==> src/common/tcs_pkg.sv <==
package tcs_pkg;
  // clock and timing
  localparam int CLK_HZ = 25000000;
  localparam int JOB_TIME_S = 10;
  localparam int ZERO_WINDOW_MIN = 5;
  localparam longint JOB_CYCLES = longint'(JOB_TIME_S) * CLK_HZ;
  localparam longint ZERO_WINDOW_CYCLES = longint'(ZERO_WINDOW_MIN) * 60 * CLK_HZ;
  localparam int LED_MS = 250;
  localparam int LED_CYCLES = LED_MS * (CLK_HZ / 1000);
  localparam int GAP_SLOTS = 4;
  localparam int GREEN_DIV = 20;
  localparam int YELLOW_HOLD = 1000;

  // apb register byte offsets
  localparam logic [7:0] OFS_CTRL = 8'h00;
  localparam logic [7:0] OFS_STATUS = 8'h04;
  localparam logic [7:0] OFS_IRQ_STAT = 8'h08;
  localparam logic [7:0] OFS_IRQ_MASK = 8'h0c;
  localparam logic [7:0] OFS_SVC = 8'h10;
  localparam logic [7:0] OFS_SVC_RESULT = 8'h14;
  localparam logic [7:0] OFS_PASSWORD = 8'h18;
  localparam logic [7:0] OFS_DCC_MIN = 8'h1c;

  // ctrl bits
  localparam int CTRL_ZERO = 0;
  localparam int CTRL_SPAN = 1;
  localparam int CTRL_RESTORE = 2;
  localparam int CTRL_COEFF = 3;

  // irq event bits
  localparam int EV_ZERO_DONE = 0;
  localparam int EV_SPAN_DONE = 1;
  localparam int EV_RESTORE_DONE = 2;
  localparam int EV_REFUSED = 3;
  localparam int EV_SVC = 4;
  localparam int EV_ADDR_CHG = 5;
  localparam int NUM_EV = 6;

  // service request codes
  localparam logic [1:0] SVC_NONE = 2'h0;
  localparam logic [1:0] SVC_DCC = 2'h1;
  localparam logic [1:0] SVC_REINIT = 2'h2;
  localparam logic [2:0] RD_COLD = 3'h0;
  localparam logic [2:0] RD_WARM = 3'h1;
  localparam logic [31:0] PASSWORD_RST = 32'h0000_5a5a; // arbitrary value
  localparam logic [7:0] ADDR_MIN = 8'h01;
  localparam logic [7:0] ADDR_MAX = 8'h7f;
  localparam logic [7:0] ADDR_SHIPPED = 8'h7f;

  typedef enum logic [2:0] {RED_OFF, RED_SOLID, RED_ONE, RED_TWO, RED_THREE} tcs_red_t;

  typedef struct packed {
    logic green;
    logic yellow;
    logic red;
  } tcs_led_t;

  typedef struct packed {
    logic zero_flag;
    logic span_flag;
    logic restore_flag;
    logic coeff_sel;
    logic zero_valid;
    logic restore_busy;
    logic dcc_disabled;
    logic reinit_cold;
    logic reinit_warm;
  } tcs_out_t;
endpackage

==> src/hdl/tcs_top.sv <==
// Design decisions made here: the register offsets and the APB interface to the registers.
`timescale 1ns/1ps
// Notes on behaviour
// writing one to span flag starts span adjust at applied full-range pressure
// span accepted only after good zero within last five minutes
// refused span request drops span flag back to zero
// span finishes within ten seconds; flag still set means success
// factory restore returns zero, span, k, area, coefficient select to defaults
// restore finishes within ten seconds; flag still set means success
// communication control runs only with correct password, optional minutes duration; minutes are stored but nothing counts them
// reinitialize accepts cold or warm start with password, else error
// green led shows sensor traffic, flashing fast in normal operation
// yellow led lights only for frames addressed to this node
// red led solid while factory configuration is invalid
// red bursts: one bad address, two baud detect, three sensor fail
// node address is weighted sum of switch positions, first weighs 128
// only addresses one through 127 are valid, others flag error
// shipped switch setting decodes address 127
// zero succeeds only inside band around previous zero, within ten seconds
// baud detection restarts on power up and address change
// red shows only highest priority error, solid first, then fewer flashes
module tcs_top #(
  parameter longint JOB_LIMIT = tcs_pkg::JOB_CYCLES,
  parameter longint ZERO_WINDOW = tcs_pkg::ZERO_WINDOW_CYCLES,
  parameter int LED_SLOT = tcs_pkg::LED_CYCLES
) (
  input wire logic pclk,
  input wire logic presetn,
  input wire logic psel,
  input wire logic penable,
  input wire logic pwrite,
  input wire logic [7:0] paddr,
  input wire logic [31:0] pwdata,
  output logic [31:0] prdata,
  output logic pready,
  output logic pslverr,
  input wire logic [7:0] address_switch_bank,
  input wire logic pressure_in_band,
  input wire logic cal_engine_done,
  input wire logic factory_cfg_valid,
  input wire logic baud_locked,
  input wire logic sensor_link_ok,
  input wire logic sensor_xfer,
  input wire logic frame_for_me,
  output logic baud_restart,
  output tcs_pkg::tcs_led_t leds,
  output tcs_pkg::tcs_out_t ctl,
  output logic irq
);
  import tcs_pkg::*;

  typedef enum logic [1:0] {JOB_IDLE, JOB_ZERO, JOB_SPAN, JOB_RESTORE} tcs_job_t;

  tcs_job_t job_reg, job_next;
  logic [35:0] job_cnt_reg, job_cnt_next;
  logic [35:0] zero_age_reg, zero_age_next;
  logic zero_ok_reg, zero_ok_next;
  logic zf_reg, zf_next, sf_reg, sf_next, rf_reg, rf_next, coeff_reg, coeff_next;
  logic [NUM_EV-1:0] ev;
  logic [3:0] job_ev;
  logic svc_ev;
  logic [NUM_EV-1:0] ist_reg, ist_next, imask_reg, imask_next;
  logic [31:0] pw_reg, pw_next, dcc_min_reg, dcc_min_next;
  logic [2:0] svc_res_reg, svc_res_next;
  logic dcc_dis_reg, dcc_dis_next, cold_reg, cold_next, warm_reg, warm_next;
  logic [31:0] prdata_next;
  logic pslverr_next, pready_next;
  logic [7:0] node_addr, addr_reg;
  logic addr_bad, addr_chg;
  logic wr, rd;
  tcs_red_t red_mode;
  logic [31:0] slot_reg, slot_next;
  logic [3:0] phase_reg, phase_next;
  logic [4:0] gdiv_reg, gdiv_next;
  logic [9:0] yhold_reg, yhold_next;
  tcs_led_t leds_next;
  logic irq_next, brst_next;
  logic red_on;

  // apb access phase; zero wait states so pready rises with penable
  assign wr = psel && penable && pwrite && pready;
  assign rd = psel && penable && !pwrite && pready;

  // switch decode: position 1 is msb, weight 128 down to 1
  assign node_addr = address_switch_bank;
  assign addr_bad = (node_addr < ADDR_MIN) || (node_addr > ADDR_MAX);
  assign addr_chg = node_addr != addr_reg;

  // calibration jobs and trigger flags
  always_comb begin
    job_next = job_reg;
    job_cnt_next = job_cnt_reg;
    zf_next = zf_reg;
    sf_next = sf_reg;
    rf_next = rf_reg;
    coeff_next = coeff_reg;
    zero_ok_next = zero_ok_reg;
    zero_age_next = zero_age_reg;
    job_ev[EV_ZERO_DONE] = 1'b0;
    job_ev[EV_SPAN_DONE] = 1'b0;
    job_ev[EV_RESTORE_DONE] = 1'b0;
    job_ev[EV_REFUSED] = 1'b0;
    // zero age expires the span window
    if (zero_ok_reg) begin
      if (zero_age_reg >= 36'(ZERO_WINDOW - 1)) begin
        zero_ok_next = 1'b0;
      end else begin
        zero_age_next = zero_age_reg + 36'h1;
      end
    end
    if (wr && paddr == OFS_CTRL) begin
      coeff_next = pwdata[CTRL_COEFF];
    end
    case (job_reg)
      JOB_IDLE: begin
        job_cnt_next = '0;
        if (wr && paddr == OFS_CTRL && pwdata[CTRL_RESTORE]) begin
          rf_next = 1'b1;
          job_next = JOB_RESTORE;
        end else if (wr && paddr == OFS_CTRL && pwdata[CTRL_SPAN]) begin
          if (zero_ok_reg) begin
            sf_next = 1'b1;
            job_next = JOB_SPAN;
          end else begin
            sf_next = 1'b0;
            job_ev[EV_REFUSED] = 1'b1;
          end
        end else if (wr && paddr == OFS_CTRL && pwdata[CTRL_ZERO]) begin
          if (pressure_in_band) begin
            zf_next = 1'b1;
            job_next = JOB_ZERO;
          end else begin
            zf_next = 1'b0;
            job_ev[EV_REFUSED] = 1'b1;
          end
        end
      end
      default: begin
        // finish on engine done or forced at the time limit
        if (cal_engine_done || job_cnt_reg >= 36'(JOB_LIMIT - 1)) begin
          job_next = JOB_IDLE;
          if (job_reg == JOB_ZERO) begin
            job_ev[EV_ZERO_DONE] = 1'b1;
            zero_ok_next = 1'b1;
            zero_age_next = '0;
          end else if (job_reg == JOB_SPAN) begin
            job_ev[EV_SPAN_DONE] = 1'b1;
          end else begin
            job_ev[EV_RESTORE_DONE] = 1'b1;
            coeff_next = 1'b0;
            zero_ok_next = 1'b0;
          end
        end else begin
          job_cnt_next = job_cnt_reg + 36'h1;
        end
      end
    endcase
  end

  always_ff @(posedge pclk or negedge presetn) begin
    if (!presetn) begin
      job_reg <= JOB_IDLE;
      job_cnt_reg <= '0;
      zf_reg <= 1'b0;
      sf_reg <= 1'b0;
      rf_reg <= 1'b0;
      coeff_reg <= 1'b0;
      zero_ok_reg <= 1'b0;
      zero_age_reg <= '0;
    end else begin
      job_reg <= job_next;
      job_cnt_reg <= job_cnt_next;
      zf_reg <= zf_next;
      sf_reg <= sf_next;
      rf_reg <= rf_next;
      coeff_reg <= coeff_next;
      zero_ok_reg <= zero_ok_next;
      zero_age_reg <= zero_age_next;
    end
  end

  // services: password-checked dcc and reinit
  always_comb begin
    svc_res_next = svc_res_reg;
    dcc_dis_next = dcc_dis_reg;
    cold_next = 1'b0;
    warm_next = 1'b0;
    pw_next = pw_reg;
    dcc_min_next = dcc_min_reg;
    svc_ev = 1'b0;
    if (wr && paddr == OFS_PASSWORD) begin
      pw_next = pwdata;
    end
    if (wr && paddr == OFS_DCC_MIN) begin
      dcc_min_next = pwdata;
    end
    if (wr && paddr == OFS_SVC) begin
      svc_ev = 1'b1;
      svc_res_next = 3'h4; // error unless accepted below
      if (pwdata[31:0] != 32'h0 && pwdata[1:0] == SVC_DCC && pw_reg == PASSWORD_RST) begin
        dcc_dis_next = pwdata[4];
        svc_res_next = 3'h1;
      end else if (pwdata[1:0] == SVC_REINIT && pw_reg == PASSWORD_RST) begin
        if (pwdata[10:8] == RD_COLD) begin
          cold_next = 1'b1;
          svc_res_next = 3'h2;
        end else if (pwdata[10:8] == RD_WARM) begin
          warm_next = 1'b1;
          svc_res_next = 3'h2;
        end
      end
    end
    // timed disable clears on a write to the minutes register while it holds zero; nothing here counts minutes
    if (dcc_dis_reg && dcc_min_reg == 32'h0 && wr && paddr == OFS_DCC_MIN) begin
      dcc_dis_next = 1'b0;
    end
  end

  always_ff @(posedge pclk or negedge presetn) begin
    if (!presetn) begin
      svc_res_reg <= '0;
      dcc_dis_reg <= 1'b0;
      cold_reg <= 1'b0;
      warm_reg <= 1'b0;
      pw_reg <= '0;
      dcc_min_reg <= '0;
    end else begin
      svc_res_reg <= svc_res_next;
      dcc_dis_reg <= dcc_dis_next;
      cold_reg <= cold_next;
      warm_reg <= warm_next;
      pw_reg <= pw_next;
      dcc_min_reg <= dcc_min_next;
    end
  end

  // red priority: solid, then fewest flashes
  always_comb begin
    if (!factory_cfg_valid) begin
      red_mode = RED_SOLID;
    end else if (addr_bad) begin
      red_mode = RED_ONE;
    end else if (!baud_locked || brst_next) begin
      red_mode = RED_TWO;
    end else if (!sensor_link_ok) begin
      red_mode = RED_THREE;
    end else begin
      red_mode = RED_OFF;
    end
  end

  // burst: phases 0..2n-1 alternate on/off, then dark up to phase 6+GAP_SLOTS-1
  always_comb begin
    slot_next = slot_reg + 32'h1;
    phase_next = phase_reg;
    if (slot_reg >= 32'(LED_SLOT - 1)) begin
      slot_next = '0;
      phase_next = (phase_reg >= 4'(6 + GAP_SLOTS - 1)) ? 4'h0 : phase_reg + 4'h1;
    end
    case (red_mode)
      RED_SOLID: red_on = 1'b1;
      RED_ONE: red_on = (phase_reg < 4'h2) && !phase_reg[0];
      RED_TWO: red_on = (phase_reg < 4'h4) && !phase_reg[0];
      RED_THREE: red_on = (phase_reg < 4'h6) && !phase_reg[0];
      default: red_on = 1'b0;
    endcase
    gdiv_next = sensor_xfer ? gdiv_reg + 5'h1 : gdiv_reg;
    yhold_next = frame_for_me ? 10'(YELLOW_HOLD) : (yhold_reg != 10'h0 ? yhold_reg - 10'h1 : yhold_reg);
    leds_next.green = gdiv_reg[4];
    leds_next.yellow = yhold_reg != 10'h0;
    leds_next.red = red_on;
    brst_next = addr_chg;
  end

  // interrupt status: set wins over write-one-to-clear
  assign ev = {addr_chg, svc_ev, job_ev}; // one driver; order follows the event bit positions
  always_comb begin
    ist_next = ist_reg;
    imask_next = imask_reg;
    if (wr && paddr == OFS_IRQ_STAT) begin
      ist_next = ist_reg & ~pwdata[NUM_EV-1:0];
    end
    ist_next = ist_next | ev;
    if (wr && paddr == OFS_IRQ_MASK) begin
      imask_next = pwdata[NUM_EV-1:0];
    end
    irq_next = |(ist_next & imask_next);
  end

  // apb read mux and error on unmapped offsets
  always_comb begin
    prdata_next = '0;
    pslverr_next = 1'b0;
    pready_next = psel && !penable;
    if (psel && !penable) begin
      if (paddr == OFS_CTRL) begin
        prdata_next = {28'h0, coeff_reg, rf_reg, sf_reg, zf_reg};
      end else if (paddr == OFS_STATUS) begin
        prdata_next = {13'h0, addr_bad, addr_reg, 2'(job_reg), 1'b0, zero_ok_reg, baud_locked, dcc_dis_reg, 4'h0};
      end else if (paddr == OFS_IRQ_STAT) begin
        prdata_next = 32'(ist_reg);
      end else if (paddr == OFS_IRQ_MASK) begin
        prdata_next = 32'(imask_reg);
      end else if (paddr == OFS_SVC_RESULT) begin
        prdata_next = 32'(svc_res_reg);
      end else if (paddr == OFS_DCC_MIN) begin
        prdata_next = dcc_min_reg;
      end else if (paddr == OFS_SVC || paddr == OFS_PASSWORD) begin
        prdata_next = '0;
      end else begin
        pslverr_next = 1'b1;
      end
    end
  end

  always_ff @(posedge pclk or negedge presetn) begin
    if (!presetn) begin
      ist_reg <= '0;
      imask_reg <= '0;
      irq <= 1'b0;
      prdata <= '0;
      pready <= 1'b0;
      pslverr <= 1'b0;
      slot_reg <= '0;
      phase_reg <= '0;
      gdiv_reg <= '0;
      yhold_reg <= '0;
      leds <= '0;
      addr_reg <= ADDR_SHIPPED;
      baud_restart <= 1'b1;
    end else begin
      ist_reg <= ist_next;
      imask_reg <= imask_next;
      irq <= irq_next;
      prdata <= prdata_next;
      pready <= pready_next;
      pslverr <= pslverr_next;
      slot_reg <= slot_next;
      phase_reg <= phase_next;
      gdiv_reg <= gdiv_next;
      yhold_reg <= yhold_next;
      leds <= leds_next;
      addr_reg <= node_addr;
      baud_restart <= brst_next;
    end
  end

  // control outputs registered
  always_ff @(posedge pclk or negedge presetn) begin
    if (!presetn) begin
      ctl <= '0;
    end else begin
      ctl <= '{zero_flag: zf_next, span_flag: sf_next, restore_flag: rf_next, coeff_sel: coeff_next,
               zero_valid: zero_ok_next, restore_busy: job_next == JOB_RESTORE,
               dcc_disabled: dcc_dis_next, reinit_cold: cold_next, reinit_warm: warm_next};
    end
  end

  AST_SPAN_REFUSED: assert property (@(posedge pclk) disable iff (!presetn)
    (wr && paddr == OFS_CTRL && pwdata[CTRL_SPAN] && !pwdata[CTRL_RESTORE] && job_reg == JOB_IDLE && !zero_ok_reg)
    |=> !ctl.span_flag) else $error("span accepted without valid zero");
  AST_SPAN_NEEDS_ZERO: assert property (@(posedge pclk) disable iff (!presetn)
    (job_next == JOB_SPAN && job_reg == JOB_IDLE) |-> zero_ok_reg) else $error("span started without zero");
  AST_JOB_BOUND: assert property (@(posedge pclk) disable iff (!presetn)
    job_cnt_reg <= 36'(JOB_LIMIT)) else $error("job ran past its limit");
  AST_RED_SOLID: assert property (@(posedge pclk) disable iff (!presetn)
    !factory_cfg_valid ##1 !factory_cfg_valid |-> leds.red) else $error("red not solid");
  AST_ADDR_RANGE: assert property (@(posedge pclk) disable iff (!presetn)
    (node_addr == 8'h00 || node_addr[7]) |-> addr_bad) else $error("bad address missed");
  AST_YELLOW_IDLE: assert property (@(posedge pclk) disable iff (!presetn)
    (yhold_reg == 10'h0 && !frame_for_me) |=> !leds.yellow) else $error("yellow without frame");
  AST_BAUD_RESTART: assert property (@(posedge pclk) disable iff (!presetn)
    addr_chg |=> baud_restart) else $error("no baud restart on address change");
  AST_REINIT_PW: assert property (@(posedge pclk) disable iff (!presetn)
    (ctl.reinit_cold || ctl.reinit_warm) |-> $past(pw_reg) == PASSWORD_RST) else $error("reinit without password");
  COV_SPAN_OK: cover property (@(posedge pclk) job_reg == JOB_SPAN ##1 job_reg == JOB_IDLE);
  COV_RESTORE: cover property (@(posedge pclk) job_reg == JOB_RESTORE);
  COV_REFUSE: cover property (@(posedge pclk) ev[EV_REFUSED]);
endmodule

==> config.mk <==
export PLATFORM = sky130hd
export DESIGN_NAME = tcs_top
export DESIGN_NICKNAME = d
export VERILOG_FILES = /design/src/common/tcs_pkg.sv /design/src/hdl/tcs_top.sv
export SDC_FILE = /design/constraint.sdc
export NUM_CORES = 1
export LEC_CHECK = 0
export ABC_AREA = 1
export BUFFER_PORTS_ARGS = -buffer_cell sky130_fd_sc_hd__buf_2
export CAP_MARGIN = 20
export CORE_ASPECT_RATIO = 1.75
export CORE_MARGIN = 2
export CORE_UTILIZATION = 45
export CTS_BUF_LIST = sky130_fd_sc_hd__clkbuf_4
export CTS_CLUSTER_SIZE = 10
export DETAILED_ROUTE_END_ITERATION = 12
export GPL_TIMING_DRIVEN = 0
export PLACE_DENSITY = 0.65
export SYNTH_ARGS = -nofsm -noshare
export SYNTH_HDL_FRONTEND = slang
export SYNTH_SLANG_ARGS = --single-unit
==> constraint.sdc <==
create_clock -name pclk -period 1.9 [get_ports pclk]
set_input_delay 0.095 -clock pclk [delete_from_list [all_inputs] [get_ports pclk]]
set_output_delay 0.095 -clock pclk [all_outputs]
set_load 0.01 [all_outputs]
## Word level (Yosys, flattened, before mapping)

Index checks and enable logic that the tools add are counted.

- Div/mod/pow operators: 0
- Multiply operators: 0
- Equal/unequal tests: 20
- Bitwise operators: 6
- Reductions and logical operators: 43
- $lt $le $gt $ge: 9
- Shifts and indexed selects: 0
- Muxes and demuxes: 82
- $add $sub $neg: 6

Operator list:

| cell | number |
|---|---|
| $mux W32 | 8 |
| $mux W36 | 7 |
| $add A36 B1 Y36 const B | 2 |
| $mux W1 | 43 |
| $ge A36 B28 Y1 const B | 1 |
| $ge A36 B33 Y1 const B | 1 |
| $add A32 B1 Y32 const B | 1 |
| $eq A32 B15 Y1 const B | 1 |
| $eq A8 B5 Y1 const B | 4 |
| $ge A32 B23 Y1 const B | 1 |
| $logic_not A32 Y1 | 1 |
| $reduce_bool A32 Y1 | 1 |
| $mux W3 | 10 |
| $logic_and A1 B1 Y1 | 22 |
| $mux W10 | 2 |
| $eq A8 B4 Y1 const B | 2 |
| $mux W2 | 8 |
| $and A6 B6 Y6 | 2 |
| $mux W6 | 2 |
| $reduce_bool A10 Y1 | 1 |
| $sub A10 B1 Y10 const B | 1 |
| $eq A8 B3 Y1 const B | 1 |
| $gt A8 B7 Y1 const B | 1 |
| $logic_not A8 Y1 | 1 |
| other kinds (27) | 42 |

- RAM bits: 0
- Output and inout bits: 48
- Memories: 0
- Bits in registers: 260
- Memory bits (read-only): 0
- Latch bits: 0

## Logic depth before layout (Yosys ltp)

Gate-level depths: netlist of the first run.

- Depth after elaboration: 12
- Mapped depth: 14

## Least setup slack after synthesis of the first run

Ideal clock, no wire load.

- Path type: register to register
- From: register job_reg[0]
- To: register zero_age_reg[12]
- Data required time: 1.829 ns
- Period minus slack after synthesis: 1.795 ns
- Buffers on the path: 2
- Arrival: 1.723 ns
- Slack: 0.105 ns
- Setup time: 0.071 ns
- Cell stages (with the launch flop): 9
- Path through: dfrtp_1 -> inv_1 -> ha_1 -> clkbuf_1 -> clkinv_1 -> nand3_1 -> clkbuf_1 -> nand2_1 -> nor2_1

- Word-level cells in the longest chain between the ends: 4
- Elaborated cells between the ends (all ways): 5

RTL lines:

| what | RTL line | text |
|---|---|---|
| start, declared | tcs_top.sv:54 | `tcs_job_t job_reg, job_next;` |
| start signal, assigned | tcs_top.sv:171 | `job_reg <= job_next;` |
| $eq A2 B1 Y1 | tcs_top.sv:142 | `if (job_reg == JOB_ZERO) begin` |
| $mux W36 | tcs_top.sv:142 |  |
| $mux W36 | tcs_top.sv:140 | `if (cal_engine_done \|\| job_cnt_reg >= 36'(JOB_LIMIT - 1)) begin` |
| $mux W36 * | tcs_top.sv:114 | `case (job_reg)` |
| via zero_age_next[12] | tcs_top.sv:56 | `logic [35:0] zero_age_reg, zero_age_next;` |
| end signal, assigned | tcs_top.sv:178 | `zero_age_reg <= zero_age_next;` |
| end, declared | tcs_top.sv:56 |  |

The timed path passes the listed nets; every way through them passes the cells marked *.
A chain may end at the register's enable or synchronous reset.

## Final worst setup path of the first run

- From: register job_cnt_reg[17]
- To: register zero_age_reg[1]

- Word-level cells in the longest chain between the ends: 4

RTL lines:

| what | RTL line | text |
|---|---|---|
| start, declared | tcs_top.sv:55 | `logic [35:0] job_cnt_reg, job_cnt_next;` |
| start signal, assigned | tcs_top.sv:172 | `job_cnt_reg <= job_cnt_next;` |
| $ge A36 B28 Y1 | tcs_top.sv:140 |  |
| $logic_or A1 B1 Y1 | tcs_top.sv:140 |  |
| $mux W36 | tcs_top.sv:140 |  |
| $mux W36 | tcs_top.sv:114 |  |
| via zero_age_next[1] | tcs_top.sv:56 |  |

The timed path passes the listed nets, and every way through them passes these cells.

==> results.cfg, run 1 <==
[outcome]
status = finished clean

[synthesis]
synth_area_leader_cell = dfrtp_1
netlist_area_sq_mm = 0.01274
synth.top_cell.area_share_pct = 49.50
synthArstFlopShare_pct = 100.0
yosysMostFrequentCell = nand2_1
synthTopCellsByCount = nand2_1 (363), dfrtp_1 (252), nor2_1 (201), inv_1 (187), o21ai_0 (107)
synth_cell_type_count = 53
synth_edf_count = 0
yosysWarningCount = 0
ys_ff_latch = 260
seq_area_frac_synth_pct = 51.15
syn_inst = 1573
avgSynthCellArea_sq_um = 8.099
synth.area.top_cells = dfrtp_1 (49%), nand2_1 (11%), nor2_1 (5.9%), inv_1 (5.5%), o21ai_0 (4.2%)
synthFlopType = dfrtp_1

[place]
pre_cts_ws_ns = -0.7632
dp_hpwl_um = 24710
gp_congestion = 0.9191
io_buffers = 107

[route]
ant_nets = 0
vias_per_cell = 5.152
drc = 0
wirelength_um = 35930
drt_pass1_iterations = 5
first_iter_violations = 648
avgRoutedWirePerCell_um = 15.60
vias = 11866

[pwr]
netSwitchingFraction_pct = 31.06
intPower_mw = 9.193
p_seq_share_pct = 46.4
peakVddDrop_uv = 441.2
powerDensity_mw_per_mm2 = 812.6
clkPwrFrac_pct = 34.4
combPwrFrac_pct = 19.2
p_leak_nw = 7.687
p_sw_mw = 4.141

[cts]
clockBufferDepth = 3
path_clk_slew_ns = 0.07
htreeDepth = 2
cts_buffers = 61
cts-root-buf = clkbuf_4
clk_latency_ns = 0.76
cts_sinks = 260
cts_tree = done

[worst_setup_path]
worstPathMaxFanout = 6
rrSetupSlack_ns = 0.05
end_kind = flip-flop
reg2reg_from = job_cnt_reg[17]
critPathKind = flip-flop to flip-flop
path_cells = nand2_2, inv_1, nand3_1, nor3_1, nand3_2, nand2_4, nand3_4, buf_12, buf_8, o21ai_0, nor2_1
critPathLaunchType = flip-flop
worstPathArrival_ns = 2.46
crit_buf_inv = 3
cp_top_family = simple AND/OR/NAND/NOR gates
slowest_stage = dfrtp_1
critPathLaunch = job_cnt_reg[17]
critical_path.max_stage_delay_ns = 0.42
required_ns = 2.51

[floorplanning]
start_util_pct = 45.71
num_rows = 81
fp.dieArea_sq_mm = 0.02973
die_h_um = 226.6
io_pins = 108
core_area_sq_mm = 0.02787
die_x_um = 131.2

[grt]
antenna_found_initial = 2
grt_pass1_wl_um = 57570
grt_start_max_net_pins = 116
grt_pass1_vias = 11782
overflow = 0
grt_usage_pct = 24.11

[finish]
multiInputGateArea_sq_mm = 0.005729
regArea_sq_mm = 0.006525
syn2layout_area_growth_pct = 28.81
fillers = 2513
layout.nets = 1950
drive_gt1_share_pct = 23.08

[worst_hold_path]
hold_path_startpoint = pwrite
min_path_type = input pin to flip-flop

[timing]
rsz0062_at_grt = yes
slew_headroom_pct = 55.98
finalClockSkew_ns = 0.04753
finalCritPeriodShare_pct = 97.51
hold_viol = 0
finalSetupViolations = 0
maxSlewViolCount = 0
fin_crit_ns = 1.853
setup_ws_ns = 0.04731
tns_ns = 0
max_slew.worst_pin.slew_ns = 0.6543
fmax_ghz = 0.5398

[run]
drv_cap = 0
## cell families after synthesis
group	share of synthesized area, %
simple gates	28.85
mux	1.149
flops	51.15
compound gates	8.299
other cells	0.02944
xor+xnor	1.650
fa+ha+maj	1.179
buf+inv	7.700
## layout make-up
type | count | area share, %
Clock buffer | 87 | 3.980
Multi-Input combinational cell | 1079 | 34.91
Timing Repair Buffer | 235 | 11.00
Buffer | 39 | 1.853
Antenna cell | 2 | 0.03050
Sequential cell | 260 | 39.76
Clock inverter | 26 | 0.8769
Tap cell | 373 | 2.844
Inverter | 202 | 4.743
## final timing paths
| path | cells after the start | end |
|---|---|---|
| setup / recovery | 11 | zero_age_reg[1] |
| hold / removal | 8 | svc_res_reg[2] |
| setup reg to reg | 11 | zero_age_reg[1] |
| hold reg to reg | 0 | leds[2] |
| max in group asynchronous | 4 | zero_age_reg[22] |
| min in group asynchronous | 3 | baud_restart |
## tightest hold or removal path, cell delays in order
cell and delay (ns):
buf_2 0.09, nand2_1 0.09, nor3_4 0.05, buf_12 0.12, inv_2 0.07, nor2_2 0.05, nand2_1 0.09, o31ai_1 0.09
## power groups by stage
stage	registers (mW)	logic, mW	clock network [mW]
final	6.18	2.56	4.59
after global routing	6.22	2.85	5.00
after detailed placement	6.27	1.94	0
after global placement	6.26	1.87	0
after floorplan	6.20	1.27	0
after CTS	6.16	2.32	4.75
## placed cells by master (no fill, tap or decap), types with 5 or more instances in the layout
cell type,netlist,routed
nor3_2,4,18
o31ai_1,5,5
nor2_2,9,26
xor2_1,20,20
dfrtp_2,0,7
nand3_2,3,9
o21ai_0,107,102
dlygate4sd3_1,0,71
nand3_1,89,81
buf_2,10,110
mux2_1,10,10
nand4_1,30,30
nor3_1,74,56
nor2_1,201,174
ha_1,12,8
dfrtp_1,252,245
buf_12,0,5
clkinv_1,5,21
nand2_2,3,14
conb_1,1,9
clkbuf_1,16,9
nand2_1,363,348
clkbuf_4,0,90
inv_2,10,19
buf_4,10,57
buf_6,3,5
inv_1,187,176
o21ai_1,7,10
nor3_4,2,6
nor2_4,8,18
dfstp_2,8,8
clkbuf_2,0,5
nor3b_1,13,12
a21oi_1,57,54
nor4_1,16,15
## metal layers
layer / up-vias / part of all wire (%) / track usage [%]
li1: 5749 / - / -
met1: 5670 / 37 / 26.01
met2: 338 / 54 / 45.53
met3: 109 / 4.4 / 3.555
met4: 0 / 4.1 / 12.59
met5: - / 0 / 0
## through the flow
| step | util, % | cell area, sq um | std cells | power [mW] | hold slack (ns) |
|---|---|---|---|---|---|
| after global placement | 49.41 | 13770 | 2061 | 8.128 | 0.2328 |
| after CTS | 56.71 | 15810 | 2270 | 13.23 | 0.01020 |
| after global routing | 58.88 | 16410 | 2303 | 14.07 | 0.05714 |
| after detailed placement | 49.65 | 13840 | 2063 | 8.210 | 0.01742 |
| final | 58.88 | 16410 | 2303 | 13.33 | 0.06676 |
| after floorplan | - | 12770 | 1581 | 7.476 | -0.2006 |
## what timing repair did
action                     CTS  global route
setup endpoints to repair  126           124
cloned                       2             0
pin swaps                   13            28
hold buffers                72             0
setup buffers               21            31
resized for setup           63           109
hold endpoints to repair   387             0
Note: power is estimated with default switching activity, not from simulation.
==> inputs of run 2 (changes only) <==
--- a/config.mk
+++ b/config.mk
@@ -7,15 +7,14 @@
 export LEC_CHECK = 0
 export ABC_AREA = 1
 export BUFFER_PORTS_ARGS = -buffer_cell sky130_fd_sc_hd__buf_2
-export CAP_MARGIN = 20
+export CAP_MARGIN = 25
 export CORE_ASPECT_RATIO = 1.75
-export CORE_MARGIN = 2
 export CORE_UTILIZATION = 45
 export CTS_BUF_LIST = sky130_fd_sc_hd__clkbuf_4
 export CTS_CLUSTER_SIZE = 10
 export DETAILED_ROUTE_END_ITERATION = 12
 export GPL_TIMING_DRIVEN = 0
-export PLACE_DENSITY = 0.65
+export PLACE_DENSITY = 0.72
 export SYNTH_ARGS = -nofsm -noshare
 export SYNTH_HDL_FRONTEND = slang
 export SYNTH_SLANG_ARGS = --single-unit
==> run 2 against run 1 <==
- the flow now finishes with violations (negative setup slack)
- via count increased by 2.1%
- worst setup slack got worse by 0.090 ns
- non-clock buffer count increased by 14
- sequential power about the same
- register-to-register slack got worse by 0.09 ns
- first-iteration DRC count increased by 20%
- combinational power increased by 6%
- fmax decreased by 4.7%
- power increased by 0.42%
- cell area increased by 2.8%
- utilization increased by 1.7 points
- critical path type unchanged
- largest power group unchanged
==> results.cfg, run 2 (synthesized netlist as in run 1, its figures left out) <==
[timing]
rsz0062_at_grt = yes
hold_viol = 0
max_slew.worst_pin.slew_ns = 0.6246
fmax_ghz = 0.5146
setup_ws_ns = -0.04313
slew_headroom_pct = 58.36
finalSetupViolations = 11
finalClockSkew_ns = 0.05157
finalCritPeriodShare_pct = 102.3
fin_crit_ns = 1.943
maxSlewViolCount = 0

[worst_setup_path]
rr_endpoint = zero_age_reg[7]
critPathLaunchType = flip-flop
worstPathArrival_ns = 2.53
critPathKind = flip-flop to flip-flop
critPathLaunch = job_cnt_reg[1]
rrSetupSlack_ns = -0.04
reg2regPathDepth = 11
reg2reg_from = job_cnt_reg[1]
required_ns = 2.49
end_kind = flip-flop
worstPathMaxFanout = 7
cp-endpoint = zero_age_reg[7]

[finish]
drive_gt1_share_pct = 26.73
final_cell_mix = nand2_1 (319), dfrtp_1 (247), inv_1 (175)
regArea_sq_mm = 0.006523
layout.nets = 1963
multiInputGateArea_sq_mm = 0.006018
final_common_cell = nand2_1
syn2layout_area_growth_pct = 32.46
final_area_sq_mm = 0.01687
fillers = 2335

[pwr]
combPwrFrac_pct = 20.2
netSwitchingFraction_pct = 31.25
finalPower_mw = 13.39
peakVddDrop_uv = 528.2
powerDensity_mw_per_mm2 = 793.5
intPower_mw = 9.206
p_sw_mw = 4.185
p_leak_nw = 7.858
clkPwrFrac_pct = 33.5
p_seq_share_pct = 46.2

[floorplanning]
num_rows = 81
io_pins = 108
start_util_pct = 45.71
core_area_sq_mm = 0.02787
die_x_um = 129.2
fp.dieArea_sq_mm = 0.02901
die_h_um = 224.6

[grt]
overflow = 0
grt_pass1_vias = 11957
grt_start_max_net_pins = 122
antenna_found_initial = 3
grt_pass1_wl_um = 56290
grt_usage_pct = 24.89

[route]
avgRoutedWirePerCell_um = 16.18
drt_pass1_iterations = 8
ant_nets = 0
wirelength_um = 37380
vias_per_cell = 5.244
first_iter_violations = 778
vias = 12114
drc = 0

[place]
placed_area_sq_mm = 0.01384
dp_hpwl_um = 24290
io_buffers = 107
gp_congestion = 0.9111

[cts]
htreeDepth = 2
clk_latency_ns = 0.75
cts-root-buf = clkbuf_4
cts_buffers = 60
clockBufferDepth = 3
cts_sinks = 260
path_clk_slew_ns = 0.06
cts_tree = done

[outcome]
violations = negative setup slack
status = finished, violations left

[worst_hold_path]
min_path_type = input pin to flip-flop

[run]
drv_cap = 0
==> run 2: cell types whose count changed in the layout (fill, tap and decap cells not counted), sizes merged <==
cell         delta
clkbuf          +5
inv             -2
buf            +11
dlygate4sd3     -2
clkinv          -5
clkinvlp        -1
diode           +1
==> run 2: critical path, cell delays in order (launching register included) <==
cell	delay, ns
dfrtp_1	0.41
ha_4	0.17
nand2_4	0.05
nor2_4	0.16
nand3_2	0.10
nand2_2	0.10
nand3_2	0.09
nand2_4	0.16
nand3_4	0.23
buf_8	0.22
o21ai_0	0.07
nor2_1	0.06
==> run 2: worst min-delay path by stage <==
stage,endpoint,from,cells past startpoint
final,job_cnt_reg[30],cal_engine_done,7
after global routing,leds[0],factory_cfg_valid,3
after CTS,job_cnt_reg[14],cal_engine_done,8
after detailed placement,zero_age_reg[19],presetn,1
after global placement,addr_reg[1],address_switch_bank[1],1
after floorplan,addr_reg[7],presetn,0
==> run 2: routing by layer <==
metal | vias up | track usage [%] | wire (um)
met2 | 459 | 45.09 | 19410
met1 | 5723 | 25.16 | 13280
met4 | 0 | 18.25 | 2794
met3 | 190 | 4.258 | 1897
li1 | 5742 | - | -
met5 | - | 0 | 0
==> run 2: layout make-up <==
class / count / share of cell area (%)
tap: 373 / 2.766
inverter: 202 / 4.604
timing repair buffer: 249 / 11.92
clock buffer: 87 / 3.870
sequential: 260 / 38.65
multi-input combinational: 1079 / 35.66
antenna: 3 / 0.04449
buffer: 39 / 1.876
clock inverter: 18 / 0.6006
==> run 2: power groups by stage <==
stage,clock network [mW],registers (mW),logic [mW]
final,4.49,6.19,2.71
after floorplan,0,6.20,1.27
after CTS,4.57,6.16,2.19
after global routing,4.84,6.23,2.99
after detailed placement,0,6.26,1.93
after global placement,0,6.25,1.85
==> run 2: metrics by stage <==
step	setup slack (ns)	hold slack [ns]	setup TNS (ns)	util, %	cells
after global placement	-3.932	0.2327	-1036.61	49.41	2061
final	-0.04313	0.04954	-0.1484	60.55	2310
after floorplan	0.1054	-0.2006	0	-	1581
after CTS	-0.01541	0.003465	-0.01541	56.04	2253
after global routing	-0.1106	0.05557	-3.328	60.55	2310
after detailed placement	-0.7463	-0.003116	-37.29	49.65	2063
==> run 2: what timing repair did <==
| action | 4_1_cts | 5_1_grt |
|---|---|---|
| buffers inserted | 16 | 47 |
| resized for setup | 56 | 208 |
| pin swaps | 10 | 61 |
| hold endpoints to repair | 382 | 0 |
| cloned | 0 | 8 |
| setup endpoints to repair | 119 | 172 |
| hold buffers | 70 | 0 |
